**src/inc/drlp_regs.vh**
```
// drlp_regs.vh: constants for the demand reset lockout and pulser block
// assumes: included by bare name from core files
`ifndef DRLP_REGS_VH
`define DRLP_REGS_VH
// ==========================================
// timing
`define DRLP_CLK_HZ        25000000
`define DRLP_LOCKOUT_S     2160000
`define DRLP_DEBOUNCE_MS   20
`define DRLP_DEBOUNCE_CYC  ((`DRLP_CLK_HZ / 1000) * `DRLP_DEBOUNCE_MS)
`define DRLP_PULSE_MS      10
`define DRLP_PULSE_CYC     ((`DRLP_CLK_HZ / 1000) * `DRLP_PULSE_MS)
// ==========================================
// pulser defaults
`define DRLP_RATE_DEFAULT  32'h00000001
`define DRLP_PULSE_ON      1'b1
`endif

```
**src/core/drlp_pulser.v**
```verilog
// drlp_pulser.v: one energy pulse channel, led and infrared copy
// assumes: energy quanta arrive as one-cycle strobes on the system clock
`timescale 1ns/1ps
`default_nettype none
module drlp_pulser #(
   parameter RW = 32,
   parameter PW = 24
) (
   // clock and reset
   input  wire          clk,
   input  wire          nrst,
   // setup
   input  wire          enable,
   input  wire [RW-1:0] rate,
   input  wire [PW-1:0] width,
   // energy
   input  wire          quantum,
   // outputs
   output reg           led,
   output reg           ir
);
   reg [RW-1:0] acc;
   reg [PW-1:0] hold;
   wire         fire = enable && quantum && (acc + 1'b1 >= rate);
   // one source for led and infrared, so the two can never drift apart
   wire         next_led = fire || (hold > {{(PW-1){1'b0}}, 1'b1});
   // ==========================================
   // quanta divided by rate; rate change takes effect at once
   always @(posedge clk or negedge nrst) begin
      if (!nrst) begin
         acc  <= {RW{1'b0}};
         hold <= {PW{1'b0}};
         led  <= 1'b0;
         ir   <= 1'b0;
      end else begin
         if (!enable) begin
            acc <= {RW{1'b0}};
         end else if (fire) begin
            acc <= {RW{1'b0}};
         end else if (quantum) begin
            acc <= acc + 1'b1;
         end
         if (fire) begin
            hold <= width;
         end else if (hold != {PW{1'b0}}) begin
            hold <= hold - 1'b1;
         end
         led <= next_led;
         ir  <= next_led;
      end
   end
endmodule // drlp_pulser
`default_nettype wire

```
**src/core/drlp_top.v**
```verilog
// drlp_top.v: demand reset lockout with test mode steering, two energy pulsers
// assumes: switch and test inputs synchronous to CLK; SEC_TICK one pulse per second
`timescale 1ns/1ps
`default_nettype none
`include "drlp_regs.vh"
module drlp_top #(
   parameter LOCKOUT_S   = `DRLP_LOCKOUT_S,
   parameter DEBOUNCE_CY = `DRLP_DEBOUNCE_CYC,
   parameter PULSE_CY    = `DRLP_PULSE_CYC,
   parameter RW          = 32
) (
   // clock and reset
   input  wire          CLK,
   input  wire          NRST,
   // time base and mode
   input  wire          SEC_TICK,
   input  wire          TEST_MODE,
   // demand reset switch, high while pressed
   input  wire          RESET_SW,
   // lockout setup
   input  wire [31:0]   LOCKOUT_VAL,
   input  wire          LOCKOUT_LOAD,
   // energy quanta and pulser setup
   input  wire          KWH_QUANTUM,
   input  wire          KVARH_QUANTUM,
   input  wire [RW-1:0] KWH_RATE,
   input  wire [RW-1:0] KVARH_RATE,
   input  wire          PULSE_EN_LOAD,
   input  wire [1:0]    PULSE_EN_VAL,
   // demand reset outcomes
   output reg           CLEAR_PEAK,
   output reg           CLEAR_TEST_DEMAND,
   output reg           RESET_IGNORED,
   output reg           LOCKOUT_ACTIVE,
   // accumulation steering
   output reg           BILL_ACC_EN,
   output reg           TEST_ACC_EN,
   // pulse outputs
   output wire          LED_KWH,
   output wire          LED_KVARH,
   output wire          IR_KWH,
   output wire          IR_KVARH
);
   localparam [23:0] PW_CY = PULSE_CY[23:0];
   localparam [23:0] DB_CY = DEBOUNCE_CY[23:0];
   localparam [31:0] LK_S  = LOCKOUT_S;
   reg  [23:0] db_cnt;
   reg         sw_stable;
   reg         sw_prev;
   reg  [31:0] lockout;
   reg  [31:0] elapsed;
   reg         have_reset;
   reg  [1:0]  pulse_en;
   wire        press;
   wire        locked;
   // ==========================================
   // debounce: level must hold DB_CY cycles before it counts
   always @(posedge CLK or negedge NRST) begin
      if (!NRST) begin
         db_cnt    <= 24'h000000;
         sw_stable <= 1'b0;
         sw_prev   <= 1'b0;
      end else begin
         sw_prev <= sw_stable;
         if (RESET_SW == sw_stable) begin
            db_cnt <= 24'h000000;
         end else if (db_cnt >= DB_CY - 24'h000001) begin
            sw_stable <= RESET_SW;
            db_cnt    <= 24'h000000;
         end else begin
            db_cnt <= db_cnt + 24'h000001;
         end
      end
   end
   assign press = sw_stable && !sw_prev;
   // ==========================================
   // lockout; first press after power-up is always accepted
   assign locked = have_reset && (elapsed < lockout);
   always @(posedge CLK or negedge NRST) begin
      if (!NRST) begin
         lockout           <= LK_S;
         elapsed           <= 32'h00000000;
         have_reset        <= 1'b0;
         CLEAR_PEAK        <= 1'b0;
         CLEAR_TEST_DEMAND <= 1'b0;
         RESET_IGNORED     <= 1'b0;
         LOCKOUT_ACTIVE    <= 1'b0;
      end else begin
         CLEAR_PEAK        <= 1'b0;
         CLEAR_TEST_DEMAND <= 1'b0;
         RESET_IGNORED     <= 1'b0;
         if (LOCKOUT_LOAD) begin
            lockout <= LOCKOUT_VAL;
         end
         if (press && !locked) begin
            elapsed    <= 32'h00000000;
            have_reset <= 1'b1;
            CLEAR_PEAK        <= !TEST_MODE;
            CLEAR_TEST_DEMAND <= TEST_MODE;
         end else begin
            if (press) begin
               RESET_IGNORED <= 1'b1;
            end
            // saturate so a very long idle never wraps into lockout
            if (SEC_TICK && elapsed != 32'hFFFFFFFF) begin
               elapsed <= elapsed + 32'h00000001;
            end
         end
         LOCKOUT_ACTIVE <= locked;
      end
   end
   // ==========================================
   // accumulation steering
   always @(posedge CLK or negedge NRST) begin
      if (!NRST) begin
         BILL_ACC_EN <= 1'b1;
         TEST_ACC_EN <= 1'b0;
      end else begin
         BILL_ACC_EN <= !TEST_MODE;
         TEST_ACC_EN <= TEST_MODE;
      end
   end
   // ==========================================
   // pulsers, enabled by default
   always @(posedge CLK or negedge NRST) begin
      if (!NRST) begin
         pulse_en <= {`DRLP_PULSE_ON, `DRLP_PULSE_ON};
      end else if (PULSE_EN_LOAD) begin
         pulse_en <= PULSE_EN_VAL;
      end
   end
   drlp_pulser #(.RW(RW), .PW(24)) u_kwh (
      .clk     (CLK),
      .nrst    (NRST),
      .enable  (pulse_en[0]),
      .rate    (KWH_RATE),
      .width   (PW_CY),
      .quantum (KWH_QUANTUM),
      .led     (LED_KWH),
      .ir      (IR_KWH)
   );
   drlp_pulser #(.RW(RW), .PW(24)) u_kvarh (
      .clk     (CLK),
      .nrst    (NRST),
      .enable  (pulse_en[1]),
      .rate    (KVARH_RATE),
      .width   (PW_CY),
      .quantum (KVARH_QUANTUM),
      .led     (LED_KVARH),
      .ir      (IR_KVARH)
   );
endmodule // drlp_top
`default_nettype wire

```
**config.mk**
```make
export PLATFORM = sky130hd
export DESIGN_NAME = drlp_top
export DESIGN_NICKNAME = d
export VERILOG_FILES = /design/src/core/drlp_pulser.v /design/src/core/drlp_top.v
export VERILOG_INCLUDE_DIRS = /design/src /design/src/inc
export SDC_FILE = /design/constraint.sdc
export NUM_CORES = 1
export LEC_CHECK = 0
export BUFFER_PORTS_ARGS = -buffer_cell sky130_fd_sc_hd__buf_2
export CORE_MARGIN = 2
export CORE_UTILIZATION = 60
export DETAILED_ROUTE_END_ITERATION = 6
export PLACE_DENSITY = 0.86
export SETUP_SLACK_MARGIN = 0.05
export SYNTH_ARGS = -nofsm -noshare
export SYNTH_HDL_FRONTEND = slang
export SYNTH_SLANG_ARGS = --single-unit
export TNS_END_PERCENT = 50
```
**constraint.sdc**
```tcl
create_clock -name CLK -period 4.8 [get_ports CLK]
set_clock_uncertainty 0.1 [all_clocks]
set_input_delay 1.44 -clock CLK [delete_from_list [all_inputs] [get_ports CLK]]
set_output_delay 1.44 -clock CLK [all_outputs]
set_load 0.02 [all_outputs]
```
==> impl_metrics.toml <==
[worst_setup_path]
startpoint_type = "flip-flop"
critPathCaptureType = "flip-flop"
reg2reg_depth = 15
cp.required_ns = 5.08
r2r-end = "u_kvarh.acc[31]"
critical_path_class = "flip-flop to flip-flop"
reg2reg_from = "u_kvarh.acc[3]"
rrSetupSlack_ns = 0.33
crit_arrival_ns = 4.75
setup.worst_path.start = "u_kvarh.acc[3]"
path_max_fanout = 17

[run]
maxCapViolCount = 0

[placement]
numPlacedInstances = 1741
dpl-instance-area_um2 = 13600
dp_hpwl_mm = 19.8
place_congestion = 0.886
io_buffers = 116

[cells_and_area]
drive_gt1_share_pct = 13.2
n_antenna_cell = 0
fin_util_pct = 68.6
final_common_cell = "dfrtp_1"
layout_common_cells = "dfrtp_1, nor2_1, nand2_1"
instances_no_fill = 1785
num-nets-final = 1702
area_delta_synth_final_pct = 12.9
final_area_um2 = 14400

[synthesis]
yosys_warnings = 0
syn-cell-area_um2 = 12700
syn_inst = 1381
ys.flop_type = "dfrtp_1"
synth_edf_count = 0
synth_cell_types = 69
synth_seq_area_share_pct = 42.0
async_reset_ff_share_pct = 100
ys_seq_elements = 213
syn_avg_cell_area_um2 = 9.22

[detailed_routing]
ant_nets = 0
drt_pass1_iterations = 5
drt-initial-drc-count = 570
wl_met3_mm = 1.09
vias = 10400
wl_per_cell_um = 15.6
route.met2.wl_mm = 13.9
met1_length_mm = 12.3
wirelength_mm = 27.9
viasPerCell = 5.84
top_layer = "met4"
drc = 0

[power]
power_uw = 4310
power_density_nw_per_um2 = 300
leakage_uw = 0.00680
peakVddDrop_v = 0.000275

[global_routing]
track_usage_pct = 25.2
grt_pass1_wl_mm = 47.4
grt_max_degree = 106
overflow = 0
grt_pass1_vias = 10300
antenna_found_initial = 0

[floorplan]
fp.coreArea_um2 = 21000
die_area_um2 = 22400
die-height_um = 150
io_pins = 117
rows = 53
die_width_um = 150
start_util_pct = 60.8

[clock_network]
cts_htree_levels = 1
clk_pin_slew_ns = 0.06
ctsRootBufferMaster = "clkbuf_16"
cts_tree = "yes"
clk_path_buf_depth = 3
cts_made_buffers = 24
cts_sinks = 213
insertion_delay_ns = 0.51

[worst_hold_path]
min_path_type = "flip-flop to flip-flop"
min_path_cells = 0
worstHoldStart = "sw_stable"
holdPathEnd = "sw_prev"

[sta]
timing.fmax_mhz = 224
rsz0062_at_grt = "true"
fin_crit_ns = 4.47
setup_violations = 0
period_share_pct = 93.1
holdWs_ns = 0.388
final_max_slew_viol_count = 0
worstMarginPinSlew_ns = 1.21
finalHoldViolCount = 0
slew_headroom_pct = 19.3

[run_status]
outcome = "complete, no violations"
-- power by group --
| group | switching, uW | internal, uW | total (uW) | leakage (uW) |
|---|---|---|---|---|
| logic | 295 | 208 | 503 | 0.00378 |
| clock network | 732 | 1050 | 1780 | 0.000371 |
| registers | 119 | 1910 | 2030 | 0.00265 |
| total | 1150 | 3160 | 4310 | 0.00680 |
-- worst max-delay path by stage --
stage	to	slack (ns)	depth (start not counted)
after CTS	u_kvarh.acc[31]	0.26	15
after floorplan	u_kvarh.hold[10]	0.91	17
after global routing	u_kwh.hold[1]	0.003	14
final	u_kvarh.acc[31]	0.33	15
after detailed placement	u_kvarh.hold[21]	-0.04	13
after global placement	u_kvarh.hold[6]	0.17	13
-- cells in the mapped netlist, drive strengths merged, types with 26 or more instances --
library cell / n / area share [%]
nor4: 26 / 1.6
ha: 103 / 10
dfrtp: 202 / 40
xor2: 59 / 4.1
nor2: 150 / 4.4
nand2: 145 / 4.3
o21ai: 69 / 2.7
a21oi: 47 / 1.9
inv: 111 / 3.3
clkbuf: 37 / 1.1
nand4: 43 / 2.1
xnor2: 83 / 5.7
nand3: 49 / 1.9
-- cell families after synthesis --
logic type,count (synthesis),share of synthesized area [%]
buffers and inverters,159,4.82
other,1,0.0294
adders and majority gates,103,10.1
muxes,4,0.344
AOI/OAI and AO/OA,231,12.6
and+or+nand+nor,528,20.4
xor gates and xnor gates,142,9.76
DFF,213,42.0
-- final cells by class --
class                   count  area, um^2
flip-flops and latches    213        5340
well taps                 275         344
clock buffers              35         683
multi-input cells        1013        6810
repair buffers            128         692
clock inverters             9        82.6
inverters                 112         420
fillers                  1603        6580
-- through the flow --
step,setup slack (ns),setup TNS (ns)
after floorplan,0.912,0
after global placement,0.168,0
after detailed placement,-0.0446,-0.231
after CTS,0.256,0
after global routing,0.00300,0
final,0.331,0
-- flip-flops by register name (all words and copies together), names as in the netlist, 2 cells and up --
name and cells:
db_cnt 24, pulse_en 2, u_kvarh.acc 32, lockout 32, u_kwh.acc 32, u_kvarh.hold 24
elapsed 32, u_kwh.hold 24
-- routing by layer --
layer  track usage [%]  up-vias
met5                 0        -
met4              6.75        0
met3              2.84       56
met2              43.6      260
met1              33.8     5074
li1                  -     5043
-- critical path, cell delays in order, from the launching register on --
cell	delay [ns]
dfrtp_1	0.47
nand4_1	0.25
or3_1	0.57
nor2b_1	0.39
nand2_1	0.18
xnor2_1	0.16
ha_1	0.29
nand4_1	0.17
nor4_2	0.37
o211ai_1	0.15
a31o_2	0.23
o2111ai_1	0.11
buf_4	0.26
nor2_1	0.07
buf_4	0.22
a221o_1	0.34
-- repair_timing --
action	CTS	global route
gates resized for setup	1	2
hold buffers	0	0
buffers inserted	0	0
endpoints found under the setup margin	17	50
(Power assumes the default switching activity.)
